--- src/shared/dlp_pkg.sv ---
// Constants, types and helpers shared by the line protection control block.
package dlp_pkg;
  // ----------------------------------------
  // Bus widths and register offsets.
  // ----------------------------------------
  localparam int DLP_AW = 8;
  localparam int DLP_DW = 8;
  localparam logic [7:0] DLP_OFF_CTRL2 = 8'h11;
  localparam logic [7:0] DLP_OFF_CTRL3 = 8'h12;
  localparam logic [7:0] DLP_OFF_IRQ_STAT = 8'h13;
  localparam logic [7:0] DLP_OFF_IRQ_MASK = 8'h14;
  localparam logic [7:0] DLP_OFF_PROT_STAT = 8'h15;

  // ----------------------------------------
  // International control 2 fields.
  // ----------------------------------------
  localparam int DLP_C2_RSVD = 7;
  localparam int DLP_C2_MAN_CAL = 6;
  localparam int DLP_C2_CAL_DIS = 5;
  localparam int DLP_C2_ILIM_EN = 4;
  localparam int DLP_C2_OVLD_EN = 3;
  localparam int DLP_C2_BILL_EN = 2;
  localparam int DLP_C2_RX_OVLD = 1;
  localparam int DLP_C2_TONE_DET = 0;
  localparam logic [7:0] DLP_CTRL2_RST = 8'h00;

  // ----------------------------------------
  // International control 3 fields.
  // ----------------------------------------
  localparam int DLP_C3_FULL_SCALE = 7;
  localparam int DLP_C3_ASSIST_A = 6;
  localparam int DLP_C3_FORCE_JT = 5;
  localparam int DLP_C3_VOLT_LOWER = 4;
  localparam int DLP_C3_FORCE_LVT = 3;
  localparam int DLP_C3_MODE = 2;
  localparam int DLP_C3_BIT1 = 1;
  localparam int DLP_C3_BIT0 = 0;
  localparam logic [7:0] DLP_CTRL3_RST = 8'h00;

  // ----------------------------------------
  // Interrupt status, mask and protection status.
  // ----------------------------------------
  localparam int DLP_IRQ_W = 3;
  localparam int DLP_IRQ_RX_OVLD = 0;
  localparam int DLP_IRQ_TONE = 1;
  localparam int DLP_IRQ_OVLD = 2;
  localparam logic [2:0] DLP_IRQ_MASK_RST = 3'h0;
  localparam int DLP_PS_OVLD_DET = 0;
  localparam int DLP_PS_DC_TERM = 1;
  localparam int DLP_PS_Z800 = 2;
  localparam int DLP_PS_ILIM = 3;
  localparam int DLP_PS_STATE = 4;

  // Line status code that trips overload protection.
  localparam logic [3:0] DLP_LINE_TRIP = 4'hf;

  // Protection state, Gray coded along on-hook, live, tripped.
  typedef enum logic [1:0] {
    DLP_ST_ONHOOK = 2'h0,
    DLP_ST_LIVE = 2'h1,
    DLP_ST_OVLD = 2'h3,
    DLP_ST_BILL = 2'h2
  } dlp_state_t;

  // Address match, used by every write decode.
  function automatic logic dlp_hit(input logic [7:0] addr, input logic [7:0] off);
    dlp_hit = (addr == off);
  endfunction
endpackage

--- src/shared/dlp_prot_if.sv ---
// Interface between the register bank and the protection sequencer.
`timescale 1ns/1ps
interface dlp_prot_if;
  logic ovld_en;
  logic bill_en;
  logic tone_rise;
  logic ovld_trip;
  logic ovld_det;
  logic [1:0] state;
  modport regs (output ovld_en, output bill_en, output tone_rise, input ovld_trip, input ovld_det, input state);
  modport prot (input ovld_en, input bill_en, input tone_rise, output ovld_trip, output ovld_det, output state);
endinterface

--- src/rtl/dlp_sticky.sv ---
// Bank of sticky flags set by hardware and cleared by software.
`timescale 1ns/1ps
module dlp_sticky #(
  parameter int N = 2
) (
  input wire logic clk,
  input wire logic arst_n,
  input wire logic [N-1:0] set,
  input wire logic [N-1:0] clr,
  output logic [N-1:0] q
);
  // ----------------------------------------
  // One flag per bit.
  // ----------------------------------------
  genvar i;
  generate
    for (i = 0; i < N; i++) begin : g_flag
      // A set in the clearing cycle wins, so no event is lost.
      always_ff @(posedge clk or negedge arst_n) begin
        if (!arst_n) begin
          q[i] <= 1'b0;
        end else if (set[i]) begin
          q[i] <= 1'b1;
        end else if (clr[i]) begin
          q[i] <= 1'b0;
        end
      end
    end
  endgenerate
endmodule

--- src/rtl/dlp_protect.sv ---
// Sequencer for overload and billing tone protection of the line termination.
`timescale 1ns/1ps
module dlp_protect
  import dlp_pkg::*;
(
  input wire logic clk,
  input wire logic arst_n,
  input wire logic off_hook,
  input wire logic [3:0] line_voltage_current_status,
  dlp_prot_if.prot pif
);
  // ----------------------------------------
  // State register.
  // ----------------------------------------
  dlp_state_t state_q;
  dlp_state_t state_d;
  logic ovld_det_q;
  logic trip;

  assign trip = pif.ovld_en && (line_voltage_current_status == DLP_LINE_TRIP);
  assign pif.state = state_q;
  assign pif.ovld_det = ovld_det_q;
  assign pif.ovld_trip = (state_q == DLP_ST_LIVE) && off_hook && trip;

  // Going on-hook always ends any protection state.
  always_comb begin
    state_d = state_q;
    case (state_q)
      DLP_ST_ONHOOK: begin
        if (off_hook) begin
          state_d = DLP_ST_LIVE;
        end
      end
      DLP_ST_LIVE: begin
        if (trip) begin
          state_d = DLP_ST_OVLD;
        end else if (pif.bill_en && pif.tone_rise) begin
          state_d = DLP_ST_BILL;
        end
      end
      DLP_ST_OVLD: begin
        if (!pif.ovld_en) begin
          state_d = DLP_ST_LIVE;
        end
      end
      DLP_ST_BILL: begin
        if (!pif.bill_en) begin
          state_d = DLP_ST_LIVE;
        end
      end
      default: state_d = DLP_ST_ONHOOK;
    endcase
    if (!off_hook) begin
      state_d = DLP_ST_ONHOOK;
    end
  end

  always_ff @(posedge clk or negedge arst_n) begin
    if (!arst_n) begin
      state_q <= DLP_ST_ONHOOK;
    end else begin
      state_q <= state_d;
    end
  end

  // Detected flag holds until protection is switched off.
  always_ff @(posedge clk or negedge arst_n) begin
    if (!arst_n) begin
      ovld_det_q <= 1'b0;
    end else if (pif.ovld_trip) begin
      ovld_det_q <= 1'b1;
    end else if (!pif.ovld_en) begin
      ovld_det_q <= 1'b0;
    end
  end
endmodule

--- src/rtl/dlp_top.sv ---
// Register bank and line protection control of the line access arrangement.
`timescale 1ns/1ps

module dlp_top
  import dlp_pkg::*;
(
  input wire logic clk,
  input wire logic arst_n,
  input wire logic [7:0] addr,
  input wire logic [7:0] wdata,
  input wire logic wr,
  input wire logic rd,
  output logic [7:0] rdata,
  input wire logic off_hook,
  input wire logic ctr21_mode,
  input wire logic [3:0] line_voltage_current_status,
  input wire logic rx_below_ground,
  input wire logic billing_tone_seen,
  input wire logic rx_track_in,
  output logic termination_tracking_pin,
  output logic dc_term_enable,
  output logic hook_current_reduce,
  output logic present_800_ohm,
  output logic current_limit_active,
  output logic overload_detected_flag,
  output logic manual_cal,
  output logic cal_disable,
  output logic full_scale,
  output logic assist_a,
  output logic force_japan_termination,
  output logic line_voltage_lower,
  output logic force_low_voltage_termination,
  output logic ctrl3_mode,
  output logic ctrl3_bit1_control,
  output logic ctrl3_bit0_control,
  output logic irq
);

  // ----------------------------------------
  // Declarations.
  // ----------------------------------------
  dlp_prot_if pif ();

  logic wr_c2;
  logic wr_c3;
  logic wr_ist;
  logic wr_imk;
  logic man_cal_q;
  logic cal_dis_q;
  logic current_limit_enable_q;
  logic overload_protect_enable_q;
  logic billing_tone_protect_enable_q;
  logic [7:0] ctrl3_q;
  logic [1:0] flag_set;
  logic [1:0] flag_clr;
  logic [1:0] flag_q;
  logic receive_overload_flag;
  logic billing_tone_detected_flag;
  logic tone_prev_q;
  logic [DLP_IRQ_W-1:0] irq_set;
  logic [DLP_IRQ_W-1:0] irq_clr;
  logic [DLP_IRQ_W-1:0] irq_stat;
  logic [DLP_IRQ_W-1:0] irq_mask_q;
  logic track_q;
  logic [7:0] ctrl2_view;
  logic [7:0] prot_view;
  logic [7:0] rd_mux;
  logic [7:0] rdata_q;

  // ----------------------------------------
  // Write decode.
  // ----------------------------------------
  // Each write strobe reaches one register only.
  assign wr_c2 = wr && dlp_hit(addr, DLP_OFF_CTRL2);
  assign wr_c3 = wr && dlp_hit(addr, DLP_OFF_CTRL3);
  assign wr_ist = wr && dlp_hit(addr, DLP_OFF_IRQ_STAT);
  assign wr_imk = wr && dlp_hit(addr, DLP_OFF_IRQ_MASK);

  // ----------------------------------------
  // Control 2 enables.
  // ----------------------------------------
  // Reserved bit 7 is dropped on write so it always reads zero.
  always_ff @(posedge clk or negedge arst_n) begin
    if (!arst_n) begin
      man_cal_q <= DLP_CTRL2_RST[DLP_C2_MAN_CAL];
      cal_dis_q <= DLP_CTRL2_RST[DLP_C2_CAL_DIS];
      current_limit_enable_q <= DLP_CTRL2_RST[DLP_C2_ILIM_EN];
      overload_protect_enable_q <= DLP_CTRL2_RST[DLP_C2_OVLD_EN];
      billing_tone_protect_enable_q <= DLP_CTRL2_RST[DLP_C2_BILL_EN];
    end else if (wr_c2) begin
      man_cal_q <= wdata[DLP_C2_MAN_CAL];
      cal_dis_q <= wdata[DLP_C2_CAL_DIS];
      current_limit_enable_q <= wdata[DLP_C2_ILIM_EN];
      overload_protect_enable_q <= wdata[DLP_C2_OVLD_EN];
      billing_tone_protect_enable_q <= wdata[DLP_C2_BILL_EN];
    end
  end

  // ----------------------------------------
  // Control 3.
  // ----------------------------------------
  // Plain storage; every bit is read/write and resets low.
  always_ff @(posedge clk or negedge arst_n) begin
    if (!arst_n) begin
      ctrl3_q <= DLP_CTRL3_RST;
    end else if (wr_c3) begin
      ctrl3_q <= wdata;
    end
  end

  assign full_scale = ctrl3_q[DLP_C3_FULL_SCALE];
  assign assist_a = ctrl3_q[DLP_C3_ASSIST_A];
  assign force_japan_termination = ctrl3_q[DLP_C3_FORCE_JT];
  assign line_voltage_lower = ctrl3_q[DLP_C3_VOLT_LOWER];
  assign force_low_voltage_termination = ctrl3_q[DLP_C3_FORCE_LVT];
  assign ctrl3_mode = ctrl3_q[DLP_C3_MODE];
  assign ctrl3_bit1_control = ctrl3_q[DLP_C3_BIT1];
  assign ctrl3_bit0_control = ctrl3_q[DLP_C3_BIT0];
  assign manual_cal = man_cal_q;
  assign cal_disable = cal_dis_q;

  // ----------------------------------------
  // Sticky detection flags.
  // ----------------------------------------
  // Only a written zero clears; a written one is a no-op.
  assign flag_set[0] = billing_tone_seen;
  assign flag_set[1] = rx_below_ground;
  assign flag_clr[0] = wr_c2 && !wdata[DLP_C2_TONE_DET];
  assign flag_clr[1] = wr_c2 && !wdata[DLP_C2_RX_OVLD];

  dlp_sticky #(
    .N(2)
  ) u_flags (
    .clk(clk),
    .arst_n(arst_n),
    .set(flag_set),
    .clr(flag_clr),
    .q(flag_q)
  );

  assign billing_tone_detected_flag = flag_q[0];
  assign receive_overload_flag = flag_q[1];

  // The tone flag edge, not its level, arms billing protection.
  always_ff @(posedge clk or negedge arst_n) begin
    if (!arst_n) begin
      tone_prev_q <= 1'b0;
    end else begin
      tone_prev_q <= billing_tone_detected_flag;
    end
  end

  // ----------------------------------------
  // Protection sequencer.
  // ----------------------------------------
  assign pif.ovld_en = overload_protect_enable_q;
  assign pif.bill_en = billing_tone_protect_enable_q;
  assign pif.tone_rise = billing_tone_detected_flag && !tone_prev_q;

  dlp_protect u_prot (
    .clk(clk),
    .arst_n(arst_n),
    .off_hook(off_hook),
    .line_voltage_current_status(line_voltage_current_status),
    .pif(pif)
  );

  // Termination drive follows the protection state.
  assign dc_term_enable = off_hook && (pif.state != DLP_ST_OVLD);
  assign hook_current_reduce = (pif.state == DLP_ST_OVLD);
  assign present_800_ohm = (pif.state == DLP_ST_OVLD) || (pif.state == DLP_ST_BILL);
  assign overload_detected_flag = pif.ovld_det;

  // The limit request only reaches the termination in CTR21 mode.
  assign current_limit_active = current_limit_enable_q && ctr21_mode && dc_term_enable;

  // ----------------------------------------
  // Termination tracking pin.
  // ----------------------------------------
  // A registered copy keeps the pin glitch free; it freezes
  // while billing tone protection holds the line.
  always_ff @(posedge clk or negedge arst_n) begin
    if (!arst_n) begin
      track_q <= 1'b0;
    end else if (pif.state != DLP_ST_BILL) begin
      track_q <= rx_track_in;
    end
  end

  assign termination_tracking_pin = track_q;

  // ----------------------------------------
  // Interrupts.
  // ----------------------------------------
  // Events are the flag sets and the overload trip.
  assign irq_set[DLP_IRQ_RX_OVLD] = rx_below_ground;
  assign irq_set[DLP_IRQ_TONE] = billing_tone_seen;
  assign irq_set[DLP_IRQ_OVLD] = pif.ovld_trip;
  assign irq_clr = wr_ist ? wdata[DLP_IRQ_W-1:0] : '0;

  dlp_sticky #(
    .N(DLP_IRQ_W)
  ) u_irq (
    .clk(clk),
    .arst_n(arst_n),
    .set(irq_set),
    .clr(irq_clr),
    .q(irq_stat)
  );

  always_ff @(posedge clk or negedge arst_n) begin
    if (!arst_n) begin
      irq_mask_q <= DLP_IRQ_MASK_RST;
    end else if (wr_imk) begin
      irq_mask_q <= wdata[DLP_IRQ_W-1:0];
    end
  end

  // Level output; a mask of one lets the bit through.
  assign irq = |(irq_stat & irq_mask_q);

  // ----------------------------------------
  // Read path.
  // ----------------------------------------
  // Views assembled from live state so reads never lag.
  always_comb begin
    ctrl2_view = 8'h00;
    ctrl2_view[DLP_C2_MAN_CAL] = man_cal_q;
    ctrl2_view[DLP_C2_CAL_DIS] = cal_dis_q;
    ctrl2_view[DLP_C2_ILIM_EN] = current_limit_enable_q;
    ctrl2_view[DLP_C2_OVLD_EN] = overload_protect_enable_q;
    ctrl2_view[DLP_C2_BILL_EN] = billing_tone_protect_enable_q;
    ctrl2_view[DLP_C2_RX_OVLD] = receive_overload_flag;
    ctrl2_view[DLP_C2_TONE_DET] = billing_tone_detected_flag;
  end

  always_comb begin
    prot_view = 8'h00;
    prot_view[DLP_PS_OVLD_DET] = pif.ovld_det;
    prot_view[DLP_PS_DC_TERM] = dc_term_enable;
    prot_view[DLP_PS_Z800] = present_800_ohm;
    prot_view[DLP_PS_ILIM] = current_limit_active;
    prot_view[DLP_PS_STATE +: 2] = pif.state;
  end

  // Unmapped addresses read as zero.
  always_comb begin
    case (addr)
      DLP_OFF_CTRL2: rd_mux = ctrl2_view;
      DLP_OFF_CTRL3: rd_mux = ctrl3_q;
      DLP_OFF_IRQ_STAT: rd_mux = {5'h00, irq_stat};
      DLP_OFF_IRQ_MASK: rd_mux = {5'h00, irq_mask_q};
      DLP_OFF_PROT_STAT: rd_mux = prot_view;
      default: rd_mux = 8'h00;
    endcase
  end

  // Data stands only in the cycle after the strobe, zero otherwise.
  always_ff @(posedge clk or negedge arst_n) begin
    if (!arst_n) begin
      rdata_q <= 8'h00;
    end else if (rd) begin
      rdata_q <= rd_mux;
    end else begin
      rdata_q <= 8'h00;
    end
  end

  assign rdata = rdata_q;
endmodule

--- config.mk ---
export PLATFORM = sky130hd
export DESIGN_NAME = dlp_top
export DESIGN_NICKNAME = d
export VERILOG_FILES = /design/src/shared/dlp_pkg.sv /design/src/shared/dlp_prot_if.sv /design/src/rtl/dlp_sticky.sv /design/src/rtl/dlp_protect.sv /design/src/rtl/dlp_top.sv
export SDC_FILE = /design/constraint.sdc
export NUM_CORES = 1
export LEC_CHECK = 0
export ABC_CLOCK_PERIOD_IN_PS = 2500
export BUFFER_PORTS_ARGS = -buffer_cell sky130_fd_sc_hd__buf_2
export CAP_MARGIN = 15
export CORE_MARGIN = 2
export CORE_UTILIZATION = 32
export CTS_CLUSTER_DIAMETER = 40
export DETAILED_ROUTE_END_ITERATION = 8
export SYNTH_ARGS = -nofsm -noshare
export SYNTH_HDL_FRONTEND = slang
export SYNTH_HIERARCHICAL = 1
export SYNTH_SLANG_ARGS = --single-unit
--- constraint.sdc ---
create_clock -name clk -period 2.5 [get_ports clk]
set_clock_uncertainty 0.2 [all_clocks]
set_input_delay 0.125 -clock clk [delete_from_list [all_inputs] [get_ports clk]]
set_output_delay 0.125 -clock clk [all_outputs]
set_load 0.01 [all_outputs]
==> flow_metrics.env <==
export IMPL_status="completed"
export IMPL_initial_utilization_pct=33.9
export IMPL_avgRoutedWirePerCell_um=14.5
export IMPL_grt_pass1_vias=1232
export IMPL_cts_buffers=5
export IMPL_intPower_w=0.000852
export IMPL_firstDrtPassIters=5
export IMPL_hold_class="input pin to flip-flop"
export IMPL_path_cells="a21boi_0 -> and3_1 -> buf_2"
export IMPL_ys_flop_type="dfrtp_1"
export IMPL_fin_crit_sh_pct=75.4
export IMPL_dp_hpwl_um=2930
export IMPL_crit_arrival_ps=1560
export IMPL_worst_slew_pin_slew_ps=781
export IMPL_combPwrFrac_pct=11.2
export IMPL_nFillCells=480
export IMPL_multi_input_area_um2=731
export IMPL_slowest_stage="dfrtp_1"
export IMPL_syn_nets=170
export IMPL_layout_commonest_cell="buf_2"
export IMPL_ir_drop_uv=403
export IMPL_hold_ws_ps=46.0
export IMPL_clk_pin_slew_ps=70
export IMPL_power_frac_clock_pct=37.2
export IMPL_grt_max_degree=35
export IMPL_cts_max_path_buffers=2
export IMPL_finalCriticalPeriod_ps=1890
export IMPL_synthDistinctLibCells=37
export IMPL_drc=0
export IMPL_antenna_found_initial=0
export IMPL_yosysWarningCount=6
export IMPL_wl_um=4090
export IMPL_clk_insertion_delay_late_ps=280
export IMPL_grt_pass1_wl_um=6320
export IMPL_p_sw_w=0.000269
export IMPL_p_sw_share_pct=24.0
export IMPL_most_common_layout_cells="buf_2, dfrtp_1, mux2_2, dlygate4sd3_1, nor2_1"
export IMPL_core_area_um2=4820
export IMPL_power_share_sequential_pct=51.6
export IMPL_drv_slew=0
export IMPL_worst_setup_path_end_kind="output port"
export IMPL_synth_seq_area_share_pct=52.1
export IMPL_required_ps=2170
export IMPL_rows=25
export IMPL_antenna_cells=0
export IMPL_power_leakage_nw=1.13
export IMPL_cp_top_family="flip-flops"
export IMPL_setup_violations=0
export IMPL_area_growth_pct=35.7
export IMPL_via_per_inst=4.67
export IMPL_cts_root_buffer="clkbuf_8"
export IMPL_tns_ps=0
export IMPL_synthCells=141
export IMPL_nNetsFinal=242
export IMPL_max_freq_mhz=530
export IMPL_cts_sinks=34
export IMPL_drt_iter0_markers=79
export IMPL_synth_seq_cells=34
export IMPL_ff_latch_area_um2=851
export IMPL_layout_drive_gt1_share_pct=40.2
export IMPL_critPathBufInv=1
export IMPL_grtUsageTotal_pct=15.0
export IMPL_async_flop_share_pct=100
export IMPL_crit_type="flip-flop to output port"
export IMPL_rsz0062_at_grt="false"
export IMPL_num_io_pins=54
export IMPL_dieArea_um2=5690
export IMPL_gp_congestion=0.757
export IMPL_postCtsSetupBuffers=0
export IMPL_synth_edf_count=0
export IMPL_cp_slowest_stage_delay_ps=490
export IMPL_numPortBuffers=53
export IMPL_cp_start_kind="flip-flop"
export IMPL_grt_overflow_total=0
export IMPL_cts_tree="done"
export IMPL_syn_area_um2=1630
export IMPL_synth_area_per_cell_um2=11.6
export IMPL_finalHoldViolations=0
export IMPL_antenna_left=0
export IMPL_pwr_density_cell_nw_per_um2=506
export IMPL_die_y_um=75.4
export IMPL_worst_path_max_fanout=10
export IMPL_slew_headroom_pct=47.9
export IMPL_die_w_um=75.4
export IMPL_vias=1312
export IMPL_htreeDepth=2
export IMPL_max_cap_violations=0
kinds of logic (layout without fill, tap and decap cells):
group | Yosys count | count (layout) | synth area share [%]
simple gates | 46 | 46 | 17.0
flops | 34 | 34 | 52.1
mux | 25 | 25 | 17.0
compound gates | 23 | 23 | 10.7
buf+inv | 13 | 86 | 3.07
registers in the layout (all words and copies together) (netlist names):
name and count:
termination_tracking_pin 1, rdata 8, u_prot/pif.ovld_det 1, billing_tone_protect_enable_q 1, manual_cal 1, irq_mask_q 3
u_irq/q 3, cal_disable 1, ctrl3_q 8, u_prot/pif.state 2, tone_prev_q 1, current_limit_enable_q 1
u_flags/q 2, overload_protect_enable_q 1
final timing paths:
kind,startpoint,to,slack [ps],depth (start not counted)
max in group asynchronous,arst_n,rdata[7],1350,2
worst max-delay path,u_prot/pif.state[1],current_limit_active,610,3
worst min register to register,u_flags/q[0],tone_prev_q,240,0
worst max register to register,u_prot/pif.state[1],u_prot/pif.state[0],700,3
worst min-delay path,addr[0],rdata[1],50,3
min in group asynchronous,arst_n,u_prot/pif.state[1],260,2
layer usage:
layer  track usage (%)  routed length [µm]
met5                 0                   0
met4              5.26                  42
met3              3.17                 197
met2              21.9                1830
met1              22.0                2020
per-stage QoR:
stage / cell area [µm²] / cells / setup slack [ps] / utilization [%] / power (W)
floorplan: 1630 / 141 / 874 / - / 0.000636
global placement: 1970 / 258 / 452 / 40.9 / 0.000697
detailed placement: 1970 / 258 / 495 / 40.9 / 0.000698
CTS: 2210 / 281 / 616 / 45.9 / 0.00114
global route: 2210 / 281 / 465 / 45.9 / 0.00117
finish: 2210 / 281 / 615 / 45.9 / 0.00112
worst reg2reg max path, stage by stage, from the launching register on:
cell	delay [ps]
dfrtp_1	510
and4b_1	260
a221oi_2	190
dlygate4sd3_1	570
Yosys cell counts (2+ instances only):
master    count  area (µm²)
and2b_1       2        15.0
a21o_1        5        37.5
a221oi_1      2        17.5
a21oi_1       4        20.0
nand2_1       7        26.3
inv_1         9        33.8
nand3_1       2        10.0
and4_1        2        17.5
nand2b_1      3        18.8
nor2b_1       3        18.8
and3_1        2        12.5
mux2_2       21         236
a22oi_1       3        22.5
nor2_1       12        45.0
clkbuf_1      2        7.51
and2_1        4        25.0
nand4_1       3        18.8
dfrtp_1      34         851
mux2i_1       3        30.0
final cells by class:
class                      instances  area share [%]
tap                               67            3.79
timing repair buffer              69            19.1
clock buffer                       7            3.90
sequential                        34            38.4
inverter                           9            1.53
clock inverter                     1           0.226
multi-input combinational         94            33.0
power by group through the flow:
stage               clock (W)  sequential, W  combinational (W)
CTS                  0.000430       0.000579           0.000127
global route         0.000456       0.000580           0.000139
floorplan                   0       0.000589          0.0000471
finish               0.000416       0.000579           0.000126
global placement            0       0.000589           0.000108
detailed placement          0       0.000589           0.000109
repair_timing:
item / CTS / global route
resized for setup: 0 / 0
hold buffers: 15 / 0
endpoints found under the hold margin: 57 / 0
Note: power is estimated with default switching activity, not from simulation.
